### src/inc/branch_multiply_pkg.sv
package branch_multiply_pkg;

  // operand and address widths
  localparam int DATA_W = 8;
  localparam int PC_W   = 16;
  localparam int PROD_W = 16;
  localparam int OFS_W  = 7;
  localparam int CNT_W  = 2;

  // flag register bit positions
  localparam int FLAG_C = 0;
  localparam int FLAG_Z = 1;
  localparam int FLAG_N = 2;
  localparam int FLAG_V = 3;
  localparam int FLAG_S = 4;
  localparam int FLAG_H = 5;
  localparam int FLAG_T = 6;
  localparam int FLAG_I = 7;

  // cycle counts per instruction class
  localparam logic [1:0] CYC_ONE   = 2'h1;
  localparam logic [1:0] CYC_TWO   = 2'h2;
  localparam logic [1:0] CYC_THREE = 2'h3;

  // program counter steps
  localparam logic [PC_W-1:0] PC_STEP_NEXT  = 16'h0001;
  localparam logic [PC_W-1:0] PC_SKIP_ONE   = 16'h0002;
  localparam logic [PC_W-1:0] PC_SKIP_TWO   = 16'h0003;

  // overflow boundaries of increment and decrement results
  localparam logic [DATA_W-1:0] INC_OVF_VAL = 8'h80;
  localparam logic [DATA_W-1:0] DEC_OVF_VAL = 8'h7f;
  localparam logic [DATA_W-1:0] ONE_VAL     = 8'h01;

  // reset values
  localparam logic [DATA_W-1:0] FLAGS_RST = 8'h00;
  localparam logic [PC_W-1:0]   PC_RST    = 16'h0000;

  typedef enum logic [5:0] {
    increment_op, decrement_op, test_zero_minus_op,
    multiply_unsigned_op, multiply_signed_op, multiply_mixed_op,
    frac_multiply_unsigned_op, frac_multiply_signed_op,
    frac_multiply_mixed_op, indirect_jump_op, indirect_call_op,
    compare_skip_equal_op, compare_regs_op, compare_with_carry_op,
    compare_immediate_op, skip_reg_bit_clear_op, skip_reg_bit_set_op,
    skip_io_bit_clear_op, skip_io_bit_set_op, branch_flag_set_op,
    branch_flag_clear_op, branch_equal_op, branch_not_equal_op,
    branch_carry_set_op, branch_carry_clear_op, branch_same_higher_op,
    branch_lower_op, branch_minus_op, branch_plus_op,
    branch_ge_signed_op, branch_lt_signed_op, branch_halfcarry_set_op,
    branch_halfcarry_clear_op, branch_tbit_set_op, branch_tbit_clear_op,
    branch_overflow_set_op, branch_overflow_clear_op
  } exec_op_t;

endpackage : branch_multiply_pkg

### src/hdl/mul_unit.sv
`timescale 1ns/1ps
`default_nettype none

module mul_unit (
  // clock and reset
  input  wire logic                                    core_clk,
  input  wire logic                                    rst,
  // operation
  input  wire logic                                    start,
  input  wire logic                                    signed_a,
  input  wire logic                                    signed_b,
  input  wire logic                                    frac,
  input  wire logic [branch_multiply_pkg::DATA_W-1:0]  a_val,
  input  wire logic [branch_multiply_pkg::DATA_W-1:0]  b_val,
  // result
  output var  logic [branch_multiply_pkg::PROD_W-1:0]  prod_q,
  output var  logic                                    carry_q,
  output var  logic                                    zero_q
);

  logic signed [8:0]  a_ext;
  logic signed [8:0]  b_ext;
  logic signed [17:0] full;
  logic [15:0]        raw;
  logic [15:0]        res;

  // extend each operand by its own signedness, then one signed product
  always_comb begin
    a_ext = $signed({signed_a & a_val[7], a_val});
    b_ext = $signed({signed_b & b_val[7], b_val});
    full  = a_ext * b_ext;
    raw   = full[15:0];
    res   = frac ? {raw[14:0], 1'b0} : raw;
  end

  // carry is the top bit before the fractional shift
  always_ff @(posedge core_clk or posedge rst) begin
    if (rst) begin
      prod_q  <= 16'h0000;
      carry_q <= 1'b0;
      zero_q  <= 1'b0;
    end else if (start) begin
      prod_q  <= res;
      carry_q <= raw[15];
      zero_q  <= (res == 16'h0000);
    end
  end

endmodule : mul_unit

`default_nettype wire

### src/hdl/branch_multiply_exec.sv
// Overview of operation
// RL1: increment/decrement one cycle, update Z N V
// RL2: test ANDs register with itself, keeps it
// RL3: multiplies write R1:R0, flags Z C, two cycles
// RL4: fractional multiplies shift product left one bit
// RL5: indirect jump loads PC from Z, two cycles
// RL6: indirect call loads PC from Z, three cycles
// RL7: compare-skip-equal skips next instruction, no flags
// RL8: compares subtract, update Z N V C H
// RL9: register bit skips test bit, skip next
// RL10: I/O bit skips test bit, skip next
// RL11: generic flag branches jump PC+k+1 when matched
// RL12: carry branches taken on carry 0 or 1
// RL13: signed ge branch taken when N xor V 0
// RL14: signed lt branch taken when N xor V 1
// RL15: half-carry branches follow H flag
// RL16: T-bit branches follow T flag
// RL17: overflow branches follow V flag
// RL18: minus/plus branches follow N flag
// RL19: equal/not-equal follow Z; branches keep flags
// RL20: indirect call pushes return address first
`timescale 1ns/1ps
`default_nettype none

module branch_multiply_exec (
  // clock and reset
  input  wire logic                                   core_clk,
  input  wire logic                                   rst,
  // instruction issue
  input  wire logic                                   op_valid,
  input  wire branch_multiply_pkg::exec_op_t          op_sel,
  input  wire logic [branch_multiply_pkg::DATA_W-1:0] rd_val,
  input  wire logic [branch_multiply_pkg::DATA_W-1:0] rr_val,
  input  wire logic [branch_multiply_pkg::DATA_W-1:0] imm_val,
  input  wire logic [branch_multiply_pkg::DATA_W-1:0] io_val,
  input  wire logic [2:0]                             bit_sel,
  input  wire logic [branch_multiply_pkg::OFS_W-1:0]  offset,
  input  wire logic                                   next_two_word,
  // core state
  input  wire logic [branch_multiply_pkg::PC_W-1:0]   pc_in,
  input  wire logic [branch_multiply_pkg::PC_W-1:0]   z_ptr,
  input  wire logic [branch_multiply_pkg::DATA_W-1:0] flag_register,
  // status
  output var  logic                                   busy_q,
  output var  logic                                   done_q,
  // register file results
  output var  logic                                   rd_we_q,
  output var  logic [branch_multiply_pkg::DATA_W-1:0] rd_wdata_q,
  output var  logic                                   prod_we_q,
  output var  logic [branch_multiply_pkg::PROD_W-1:0] prod_q,
  // flag results
  output var  logic                                   flags_we_q,
  output var  logic [branch_multiply_pkg::DATA_W-1:0] flags_q,
  // program flow results
  output var  logic                                   pc_we_q,
  output var  logic [branch_multiply_pkg::PC_W-1:0]   pc_q,
  output var  logic                                   push_we_q,
  output var  logic [branch_multiply_pkg::PC_W-1:0]   push_data_q
);

  typedef enum logic {st_idle, st_busy} exec_state_t;

  exec_state_t state_q;
  logic [1:0]  cnt_q;
  logic        take;
  logic        fin;
  logic        pend_rd_q, pend_flags_q, pend_pc_q, pend_push_q, pend_mul_q;
  logic        d_rd_we, d_flags_we, d_pc_we, d_push, d_mul;
  logic [1:0]  d_cyc;
  logic [7:0]  d_res;
  logic [7:0]  d_flags;
  logic [15:0] d_pc;
  logic        d_cond;
  logic        m_sa, m_sb, m_frac;
  logic [15:0] mul_prod;
  logic        mul_carry, mul_zero;

  // sign-extended offset added to a program counter
  function automatic logic [15:0] pc_add(input logic [15:0] base,
                                         input logic [15:0] step);
    pc_add = base + step;
  endfunction : pc_add

  // flag set of an 8-bit subtraction a - b - cin
  function automatic logic [7:0] sub_flags(input logic [7:0] fin_in,
                                           input logic [7:0] a,
                                           input logic [7:0] b,
                                           input logic       cin,
                                           input logic       keep_z);
    logic [7:0] r;
    logic [7:0] f;
    r = a - b - {7'h00, cin};
    f = fin_in;
    f[branch_multiply_pkg::FLAG_H] = (~a[3] & b[3]) | (b[3] & r[3])
                                   | (r[3] & ~a[3]);
    f[branch_multiply_pkg::FLAG_C] = (~a[7] & b[7]) | (b[7] & r[7])
                                   | (r[7] & ~a[7]);
    f[branch_multiply_pkg::FLAG_V] = (a[7] & ~b[7] & ~r[7])
                                   | (~a[7] & b[7] & r[7]);
    f[branch_multiply_pkg::FLAG_N] = r[7];
    // with-carry form only keeps Z set, so multi-byte compares chain
    f[branch_multiply_pkg::FLAG_Z] = (r == 8'h00) &
      (~keep_z | fin_in[branch_multiply_pkg::FLAG_Z]);
    sub_flags = f;
  endfunction : sub_flags

  assign take = op_valid && (state_q == st_idle);
  assign fin  = (state_q == st_busy) && (cnt_q == 2'h1);

  // decode of one accepted instruction into results and cycle count
  always_comb begin
    d_rd_we = 1'b0;
    d_flags_we = 1'b0;
    d_pc_we = 1'b0;
    d_push = 1'b0;
    d_mul = 1'b0;
    d_cyc = branch_multiply_pkg::CYC_ONE;
    d_res = rd_val;
    d_flags = flag_register;
    d_pc = pc_add(pc_in, {{9{offset[6]}}, offset} +
                  branch_multiply_pkg::PC_STEP_NEXT);
    d_cond = 1'b0;
    m_sa = 1'b0;
    m_sb = 1'b0;
    m_frac = 1'b0;
    unique case (op_sel)
      branch_multiply_pkg::increment_op,
      branch_multiply_pkg::decrement_op,
      branch_multiply_pkg::test_zero_minus_op: begin
        if (op_sel == branch_multiply_pkg::increment_op) begin
          d_res = rd_val + branch_multiply_pkg::ONE_VAL; // RL1
        end else if (op_sel == branch_multiply_pkg::decrement_op) begin
          d_res = rd_val - branch_multiply_pkg::ONE_VAL; // RL1
        end
        d_rd_we = (op_sel != branch_multiply_pkg::test_zero_minus_op); // RL2
        d_flags_we = 1'b1;
        // test keeps d_res equal to rd_val, so this is rd_val & rd_val
        d_flags[branch_multiply_pkg::FLAG_Z] = (d_res == 8'h00); // RL1
        d_flags[branch_multiply_pkg::FLAG_N] = d_res[7];
        unique case (op_sel)
          branch_multiply_pkg::increment_op:
            d_flags[branch_multiply_pkg::FLAG_V] =
              (d_res == branch_multiply_pkg::INC_OVF_VAL); // RL1
          branch_multiply_pkg::decrement_op:
            d_flags[branch_multiply_pkg::FLAG_V] =
              (d_res == branch_multiply_pkg::DEC_OVF_VAL); // RL1
          default: d_flags[branch_multiply_pkg::FLAG_V] = 1'b0; // RL2
        endcase
      end
      branch_multiply_pkg::multiply_unsigned_op,
      branch_multiply_pkg::multiply_signed_op,
      branch_multiply_pkg::multiply_mixed_op,
      branch_multiply_pkg::frac_multiply_unsigned_op,
      branch_multiply_pkg::frac_multiply_signed_op,
      branch_multiply_pkg::frac_multiply_mixed_op: begin
        d_mul = 1'b1; // RL3
        d_flags_we = 1'b1;
        d_cyc = branch_multiply_pkg::CYC_TWO; // RL3
        m_sa = (op_sel == branch_multiply_pkg::multiply_signed_op) ||
               (op_sel == branch_multiply_pkg::multiply_mixed_op) ||
               (op_sel == branch_multiply_pkg::frac_multiply_signed_op) ||
               (op_sel == branch_multiply_pkg::frac_multiply_mixed_op);
        m_sb = (op_sel == branch_multiply_pkg::multiply_signed_op) ||
               (op_sel == branch_multiply_pkg::frac_multiply_signed_op);
        m_frac = (op_sel == branch_multiply_pkg::frac_multiply_unsigned_op)
            || (op_sel == branch_multiply_pkg::frac_multiply_signed_op)
            || (op_sel == branch_multiply_pkg::frac_multiply_mixed_op); // RL4
      end
      branch_multiply_pkg::indirect_jump_op: begin
        d_pc_we = 1'b1;
        d_pc = z_ptr; // RL5
        d_cyc = branch_multiply_pkg::CYC_TWO; // RL5
      end
      branch_multiply_pkg::indirect_call_op: begin
        d_pc_we = 1'b1;
        d_push = 1'b1; // RL20
        d_pc = z_ptr; // RL6
        d_cyc = branch_multiply_pkg::CYC_THREE; // RL6
      end
      branch_multiply_pkg::compare_regs_op,
      branch_multiply_pkg::compare_with_carry_op,
      branch_multiply_pkg::compare_immediate_op: begin
        d_flags_we = 1'b1; // RL8
        d_flags = sub_flags(flag_register, rd_val,
          (op_sel == branch_multiply_pkg::compare_immediate_op) ?
            imm_val : rr_val,
          (op_sel == branch_multiply_pkg::compare_with_carry_op) &
            flag_register[branch_multiply_pkg::FLAG_C],
          op_sel == branch_multiply_pkg::compare_with_carry_op); // RL8
      end
      branch_multiply_pkg::compare_skip_equal_op,
      branch_multiply_pkg::skip_reg_bit_clear_op,
      branch_multiply_pkg::skip_reg_bit_set_op,
      branch_multiply_pkg::skip_io_bit_clear_op,
      branch_multiply_pkg::skip_io_bit_set_op: begin
        unique case (op_sel)
          branch_multiply_pkg::compare_skip_equal_op:
            d_cond = (rd_val == rr_val); // RL7
          branch_multiply_pkg::skip_reg_bit_clear_op:
            d_cond = ~rr_val[bit_sel]; // RL9
          branch_multiply_pkg::skip_reg_bit_set_op:
            d_cond = rr_val[bit_sel]; // RL9
          branch_multiply_pkg::skip_io_bit_clear_op:
            d_cond = ~io_val[bit_sel]; // RL10
          default: d_cond = io_val[bit_sel]; // RL10
        endcase
        // skip length follows the size of the instruction jumped over
        d_pc_we = d_cond;
        d_pc = pc_add(pc_in, next_two_word ?
          branch_multiply_pkg::PC_SKIP_TWO : branch_multiply_pkg::PC_SKIP_ONE);
        d_cyc = !d_cond ? branch_multiply_pkg::CYC_ONE :
                next_two_word ? branch_multiply_pkg::CYC_THREE :
                branch_multiply_pkg::CYC_TWO; // RL7
      end
      default: begin
        // every remaining code is a flag branch; flags untouched
        unique case (op_sel)
          branch_multiply_pkg::branch_flag_set_op:
            d_cond = flag_register[bit_sel]; // RL11
          branch_multiply_pkg::branch_flag_clear_op:
            d_cond = ~flag_register[bit_sel]; // RL11
          branch_multiply_pkg::branch_equal_op:
            d_cond = flag_register[branch_multiply_pkg::FLAG_Z]; // RL19
          branch_multiply_pkg::branch_not_equal_op:
            d_cond = ~flag_register[branch_multiply_pkg::FLAG_Z]; // RL19
          branch_multiply_pkg::branch_carry_set_op,
          branch_multiply_pkg::branch_lower_op:
            d_cond = flag_register[branch_multiply_pkg::FLAG_C]; // RL12
          branch_multiply_pkg::branch_carry_clear_op,
          branch_multiply_pkg::branch_same_higher_op:
            d_cond = ~flag_register[branch_multiply_pkg::FLAG_C]; // RL12
          branch_multiply_pkg::branch_minus_op:
            d_cond = flag_register[branch_multiply_pkg::FLAG_N]; // RL18
          branch_multiply_pkg::branch_plus_op:
            d_cond = ~flag_register[branch_multiply_pkg::FLAG_N]; // RL18
          branch_multiply_pkg::branch_ge_signed_op:
            d_cond = ~(flag_register[branch_multiply_pkg::FLAG_N] ^
                       flag_register[branch_multiply_pkg::FLAG_V]); // RL13
          branch_multiply_pkg::branch_lt_signed_op:
            d_cond = flag_register[branch_multiply_pkg::FLAG_N] ^
                     flag_register[branch_multiply_pkg::FLAG_V]; // RL14
          branch_multiply_pkg::branch_halfcarry_set_op:
            d_cond = flag_register[branch_multiply_pkg::FLAG_H]; // RL15
          branch_multiply_pkg::branch_halfcarry_clear_op:
            d_cond = ~flag_register[branch_multiply_pkg::FLAG_H]; // RL15
          branch_multiply_pkg::branch_tbit_set_op:
            d_cond = flag_register[branch_multiply_pkg::FLAG_T]; // RL16
          branch_multiply_pkg::branch_tbit_clear_op:
            d_cond = ~flag_register[branch_multiply_pkg::FLAG_T]; // RL16
          branch_multiply_pkg::branch_overflow_set_op:
            d_cond = flag_register[branch_multiply_pkg::FLAG_V]; // RL17
          default:
            d_cond = ~flag_register[branch_multiply_pkg::FLAG_V]; // RL17
        endcase
        d_pc_we = d_cond; // RL11
        d_cyc = d_cond ? branch_multiply_pkg::CYC_TWO :
                         branch_multiply_pkg::CYC_ONE; // RL12
      end
    endcase
  end

  // product is registered on acceptance and copied out one cycle later
  mul_unit u_mul (
    .core_clk (core_clk),
    .rst      (rst),
    .start    (take && d_mul),
    .signed_a (m_sa),
    .signed_b (m_sb),
    .frac     (m_frac),
    .a_val    (rd_val),
    .b_val    (rr_val),
    .prod_q   (mul_prod),
    .carry_q  (mul_carry),
    .zero_q   (mul_zero)
  );

  // sequencer: a one-cycle op never enters the busy state
  always_ff @(posedge core_clk or posedge rst) begin
    if (rst) begin
      state_q <= st_idle;
      cnt_q   <= 2'h0;
      busy_q  <= 1'b0;
    end else if (take && (d_cyc != branch_multiply_pkg::CYC_ONE)) begin
      state_q <= st_busy;
      cnt_q   <= d_cyc - 2'h1;
      busy_q  <= 1'b1;
    end else if (state_q == st_busy) begin
      cnt_q <= cnt_q - 2'h1;
      if (fin) begin
        state_q <= st_idle;
        busy_q  <= 1'b0;
      end
    end
  end

  // remember which results are owed at the end of a long op
  always_ff @(posedge core_clk or posedge rst) begin
    if (rst) begin
      pend_rd_q    <= 1'b0;
      pend_flags_q <= 1'b0;
      pend_pc_q    <= 1'b0;
      pend_push_q  <= 1'b0;
      pend_mul_q   <= 1'b0;
    end else if (take) begin
      pend_rd_q    <= d_rd_we;
      pend_flags_q <= d_flags_we;
      pend_pc_q    <= d_pc_we;
      pend_push_q  <= d_push;
      pend_mul_q   <= d_mul;
    end
  end

  // strobes: at acceptance for one-cycle ops, at the last cycle otherwise, except the push one cycle before the last
  always_ff @(posedge core_clk or posedge rst) begin
    if (rst) begin
      done_q     <= 1'b0;
      rd_we_q    <= 1'b0;
      flags_we_q <= 1'b0;
      pc_we_q    <= 1'b0;
      prod_we_q  <= 1'b0;
      push_we_q  <= 1'b0;
    end else begin
      done_q     <= (take && d_cyc == branch_multiply_pkg::CYC_ONE) || fin;
      rd_we_q    <= (take && d_cyc == branch_multiply_pkg::CYC_ONE &&
                     d_rd_we) || (fin && pend_rd_q);
      flags_we_q <= (take && d_cyc == branch_multiply_pkg::CYC_ONE &&
                     d_flags_we) || (fin && pend_flags_q);
      pc_we_q    <= (take && d_cyc == branch_multiply_pkg::CYC_ONE &&
                     d_pc_we) || (fin && pend_pc_q);
      prod_we_q  <= fin && pend_mul_q; // RL3
      // return address goes out the cycle before the new PC lands
      push_we_q  <= (state_q == st_busy) && (cnt_q == 2'h2) &&
                    pend_push_q; // RL20
    end
  end

  // result data, held until the next instruction replaces it
  always_ff @(posedge core_clk or posedge rst) begin
    if (rst) begin
      rd_wdata_q  <= 8'h00;
      flags_q     <= branch_multiply_pkg::FLAGS_RST;
      pc_q        <= branch_multiply_pkg::PC_RST;
      push_data_q <= branch_multiply_pkg::PC_RST;
      prod_q      <= 16'h0000;
    end else if (take) begin
      rd_wdata_q  <= d_res;
      flags_q     <= d_flags;
      pc_q        <= d_pc;
      push_data_q <= pc_add(pc_in, branch_multiply_pkg::PC_STEP_NEXT);
    end else if (fin && pend_mul_q) begin
      prod_q <= mul_prod; // RL3
      flags_q[branch_multiply_pkg::FLAG_Z] <= mul_zero; // RL3
      flags_q[branch_multiply_pkg::FLAG_C] <= mul_carry; // RL3
    end
  end
endmodule : branch_multiply_exec

`default_nettype wire

### config.mk
export PLATFORM = sky130hd
export DESIGN_NAME = branch_multiply_exec
export DESIGN_NICKNAME = d
export VERILOG_FILES = /design/src/inc/branch_multiply_pkg.sv /design/src/hdl/mul_unit.sv /design/src/hdl/branch_multiply_exec.sv
export SDC_FILE = /design/constraint.sdc
export NUM_CORES = 1
export LEC_CHECK = 0
export BUFFER_PORTS_ARGS = -buffer_cell sky130_fd_sc_hd__buf_2
export CORE_AREA = 2 2 134 136
export DETAILED_ROUTE_END_ITERATION = 8
export DIE_AREA = 0 0 136 138
export GPL_TIMING_DRIVEN = 0
export PLACE_DENSITY = 0.78
export SKIP_LAST_GASP = 1
export SYNTH_ARGS = -nofsm -noshare
export SYNTH_HDL_FRONTEND = slang
export SYNTH_SLANG_ARGS = --single-unit
### constraint.sdc
create_clock -name core_clk -period 3.9 [get_ports core_clk]
set_clock_uncertainty 0.05 [all_clocks]
set_input_delay 0.195 -clock core_clk [delete_from_list [all_inputs] [get_ports core_clk]]
set_output_delay 0.195 -clock core_clk [all_outputs]
set_load 0.03 [all_outputs]
-- Word-level counts from Yosys, hierarchy flattened
Index checks and enable logic that the tools add are counted.
- word-level logic and storage cells: 203
- register bits: 97
- bits of input ports: 92
- output and inout port bits: 71
- bitwise operators: 37
- $mul: 1
- eq/ne operators: 43
- $lt $le $gt $ge: 1
- reduce and logical (&&, ||, !) cells: 44
- add/subtract/negate cells: 10
- muxes and demuxes: 44
- operators by type and width (kind ; count):
    == test 6 x 5 -> 1 bit, second input constant ; 16
    == test 6 x 4 -> 1 bit, second input constant ; 8
    2-to-1 mux 8 bit ; 5
    one-hot mux 16 bit (2 select lines) ; 1
    == test 6 x 3 -> 1 bit, second input constant ; 4
    == test 6 bit, second input constant ; 4
    2-to-1 mux 1 bit ; 21
    OR reduction 19 bit ; 1
    inverter 1 bit ; 17
    adder 16 x 1 -> 16 bit, second input constant ; 1
    adder 16 bit ; 1
    adder 16 x 2 -> 16 bit ; 1
    logical NOT 16 bit ; 1
    logical NOT 8 bit ; 2
    multiplier 9 x 9 -> 16 bit ; 1
    2-to-1 mux 16 bit ; 1
    one-hot mux 1 bit (15 select lines) ; 1
    logical AND 1 bit ; 14
    2-to-1 mux 2 bit ; 7
    bitwise AND 1 bit ; 13
    == test 6 x 2 -> 1 bit, second input constant ; 2
    OR reduction 12 bit ; 1
    OR reduction 6 bit ; 2
    logical OR 1 bit ; 10
    other kinds (30) ; 45

-- Longest topological paths before layout
- depth after elaboration: 11
- depth in mapped cells: 23

-- Modules after synthesis
A second synthesis with hierarchy kept.
- cells, all modules: 1191
- area, all modules: 10007.1 um^2
- modules (own cells, without submodules) (module ; cells an instance ; instances ; seq. area each (um^2) ; area each (um^2)):
    branch_multiply_exec ; 757 ; 1 ; 1976.9 ; 6139.6
    mul_unit ; 434 ; 1 ; 450.4 ; 3867.5

-- Worst setup path before layout
OpenSTA, ideal clock, no wires.
- path kind: in2reg
- start point: input port op_sel[4]
- end point: register u_mul.prod_q[15] (netlist bit)
- stages: 22
- arrival time: 6.000 ns
- path buffers: 2
- path slack: -2.274 ns
- data required time: 3.726 ns
- cell sequence: clkbuf_1 > nor2_1 > clkbuf_1 > nand4_1 > nand2b_1 > fa_1 > fa_1 > inv_1 > fa_1 > fa_1 > inv_1 > fa_1 > inv_1 > ha_1 > and3_1 > a2111o_1 > a21o_1 > a21oi_1 > o21ai_0 > xnor2_1 > and2_1 > o31a_1
- word-level cells in the longest chain between the ends: 8
- ends and longest elaborated chain (element ; RTL line ; source):
    start: declaration ; branch_multiply_exec.sv:31 ; input wire branch_multiply_pkg::exec_op_t op_sel,
    == test 6 x 3 -> 1 bit, on equally long branches ; -- ;
    logical OR 1 bit ; branch_multiply_exec.sv:159 ; m_sa = (op_sel == branch_multiply_pkg::multiply_signed_op) ||
    logical OR 1 bit ; branch_multiply_exec.sv:160 ; (op_sel == branch_multiply_pkg::multiply_mixed_op) ||
    logical OR 1 bit ; branch_multiply_exec.sv:161 ; (op_sel == branch_multiply_pkg::frac_multiply_signed_op) ||
    2-to-1 mux 1 bit ; branch_multiply_exec.sv:126 ; unique case (op_sel)
    bitwise AND 1 bit ; mul_unit.sv:29 ; a_ext = $signed({signed_a & a_val[7], a_val});
    multiplier 9 x 9 -> 16 bit ; mul_unit.sv:31 ; full = a_ext * b_ext;
    2-to-1 mux 16 bit ; mul_unit.sv:33 ; res = frac ? {raw[14:0], 1'b0} : raw;
    end signal: assignment ; mul_unit.sv:43 ; prod_q <= res;
    end: declaration ; mul_unit.sv:16 ; output var logic [branch_multiply_pkg::PROD_W-1:0] prod_q,
Parallel ways exist; a longest one is shown, timed or not.
A chain may end at the register's enable or synchronous reset.

-- Worst setup path in the final report
- start point: input port op_sel[1]
- end point: register u_mul.prod_q[15] (netlist bit)
Same word-level chain as after synthesis.

==> flow_summary.yaml <==
synth:
  synth_edf_count: 0
  synthSimpleGateAreaFrac: 0.177
  ys.flop_type: "dfrtp_1"
  yosysMostFrequentCell: "nand2_1"
  synthesis.nets: 1305
  synthArstFlopShare: 1.00
  ys_seq_area_frac: 0.256
  syn_area_mm2: 0.00950
  ys_types: 70
  synthXorXnorAreaFrac: 0.0605
  synth_area_leaders: "dfrtp_1, fa_1, ha_1, nand2_1, inv_1"
  synthMuxAreaShare: 0.0710
  synth_compound_area_frac: 0.128
  synth_area_leader_cell: "dfrtp_1"
  synth_seq_cells: 97
  synth_top_area_frac: 0.256
  synth_top_cells_by_count: "nand2_1, inv_1, dfrtp_1, ha_1, o21ai_0"
  synth_area_per_cell_um2: 8.88
  synthAdderAreaFrac: 0.242
  synth_top_family_by_area: "adder cells"
  yosys_warnings: 0
  syn_inst: 1070
sta:
  period_share: 1.40
  tightest_slew_ns: 0.881
  drv_slew: 0
  slew_headroom: 0.409
  finalHoldViolCount: 0
  rsz0062_at_grt: "true"
  finalSetupViolCount: 10
  setup_tns_ns: -11.61
  hold_slack_ns: 0.0424
  worst_slack_ns: -1.56
  min_period_ns: 5.46
  max_freq_ghz: 0.183
run_status:
  status: "finished with violations"
  violations: "setup timing"
worst_hold_path:
  hold_path_class: "in -> reg"
floorplan:
  coreArea_mm2: 0.0175
  start_util: 0.542
  ios: 163
  num_rows: 49
  die_y_um: 138
  die_w_um: 136
  die_area_mm2: 0.0188
clock_tree:
  cts_tree: "built"
  clockBufferDepth: 2
  clockRootBuffer: "clkbuf_16"
  cts_made_buffers: 9
  cts_max_level: 3
  clock-sinks: 97
  clock_latency_ns: 0.35
  path_clk_slew_ns: 0.07
global_route:
  grt_pass1_vias: 8197
  grtUsageTotal: 0.275
  grt_pass1_wl_um: 41100
  antenna_found_initial: 0
  grt_overflow: 0
  grt_start_max_net_pins: 71
route:
  viasPerCell: 5.64
  totalWireLength_um: 26100
  ant_nets: 0
  drc_errors: 0
  drt-initial-drc-count: 595
  dr.pass1.iters: 5
  vias: 8425
  wl_per_cell_um: 17.5
power_and_ir_drop:
  ir_worst_vdd_mv: 0.428
  p_total_mw: 6.48
  p_sw_mw: 2.99
  intPower_mw: 3.49
  swShare: 0.462
  p_leak_nw: 5.76
  comb_power_share: 0.601
  seqPwrFrac: 0.253
  p_clk_frac: 0.147
  p_per_area_mw_per_mm2: 565
place:
  placed_cells: 1459
  placed_cell_area_mm2: 0.0107
  pre_cts_slack_ns: -2.61
  io_buffer_count: 159
  place_hpwl_um: 20300
  finalWeightedCongestion: 0.937
critical_path:
  cp-start-kind: "input port"
  end_kind: "register"
  cp_max_fo: 4
  crit_type: "in -> reg"
  cp_data_required_time_ns: 4.08
  worstPathArrival_ns: 5.65
cells_and_area:
  fin_area_mm2: 0.0115
  final_cells: 1495
  num_antenna_cells: 0
  fin_nets: 1496
  synthToLayoutAreaGrowth_pct: 20.8
  drive_gt1_frac: 0.234
  final_util: 0.654
run:
  drv_cap: 0
==> final cells by class <==
type,instances,area [um2]
Multi-Input combinational cell,811,6720
Fill cell,1463,6060
Sequential cell,97,2430
Timing Repair Buffer,183,1030
Inverter,113,427
Tap cell,229,287
Buffer,46,260
Clock buffer,10,239
Clock inverter,6,83.8
==> state kept, by name (all words and copies together) (netlist names), 2 cells and up <==
signal        count
cnt_q             2
rd_wdata_q        8
push_data_q      16
flags_q           8
pc_q             16
u_mul.prod_q     16
prod_q           16
==> worst max-delay path: stages <==
cell and delay [ns]:
buf_12 0.10, or4b_4 0.53, o21ai_2 0.08, and3_4 0.26
nand2_4 0.09, fa_1 0.47, fa_1 0.49, inv_1 0.05
fa_1 0.45, fa_1 0.48, inv_1 0.05, fa_1 0.49
inv_2 0.05, ha_4 0.21, and3_4 0.14, a2111o_1 0.42
a21o_1 0.21, a21oi_4 0.20, o21ai_2 0.10, xnor2_2 0.18
and2_4 0.17, o31a_1 0.23
==> path summary, 6_finish.rpt <==
path                           start                to  slack [ns]  cells after the start
max                        op_sel[1]  u_mul.prod_q[15]       -1.56                     22
min                         pc_in[0]    push_data_q[0]        0.04                      2
max reg2reg                  state_q      u_mul.zero_q        1.75                      5
min reg2reg                 pc_q[11]          pc_q[11]        0.43                      2
max in group asynchronous        rst     rd_wdata_q[6]        2.81                      4
min in group asynchronous        rst           pc_q[6]        0.33                      3
==> kinds of logic (layout without fill, tap and decap cells) <==
kind of cell | count (synthesis) | in the layout
XOR/XNOR | 64 | 64
multiplexers | 57 | 57
adder cells (fa/ha/maj) | 144 | 144
AO/OA/AOI/OAI | 198 | 198
buffers and inverters | 162 | 358
flip-flops | 97 | 97
AND/OR/NAND/NOR | 348 | 348
==> power groups by stage <==
stage	registers [mW]	logic, mW	clock network, mW
after CTS	1.64	3.53	0.959
after global routing	1.69	4.26	0.995
after floorplan	2.20	1.84	0
after detailed placement	1.66	3.32	0
final	1.64	3.89	0.950
after global placement	1.64	3.24	0
==> placed cells by master (no fill, tap or decap), types with 8 or more instances in the layout <==
cell type  instances
clkbuf_16          9
dfrtp_1           97
mux2_2            23
nor3_1             9
buf_6              8
a21oi_1           44
and3_1            13
nand2b_1          10
buf_2            156
buf_4             25
ha_1              73
mux2i_1           28
o21ai_0           68
and2_1            38
xor2_1            24
clkbuf_1          26
nor2_1            55
nor4_1             8
xnor2_1           32
nand3_1           29
inv_1            111
nand2_1          136
nand4_1            9
fa_1              64
a21o_1            11
==> per-layer routing <==
metal | track usage | routed length, um
met5 | 0 | 0
met4 | 0.0817 | 583
met3 | 0.0348 | 1990
met2 | 0.434 | 12200
met1 | 0.396 | 11300
==> what timing repair did <==
item / CTS / global route
endpoints found under the setup margin: 13 / 18
pin swaps: 18 / 13
gates resized for setup: 31 / 48
hold buffers: 1 / 0
endpoints found under the hold margin: 27 / 0
buffers inserted: 13 / 9
No activity file was read; power rests on OpenSTA's default activity.
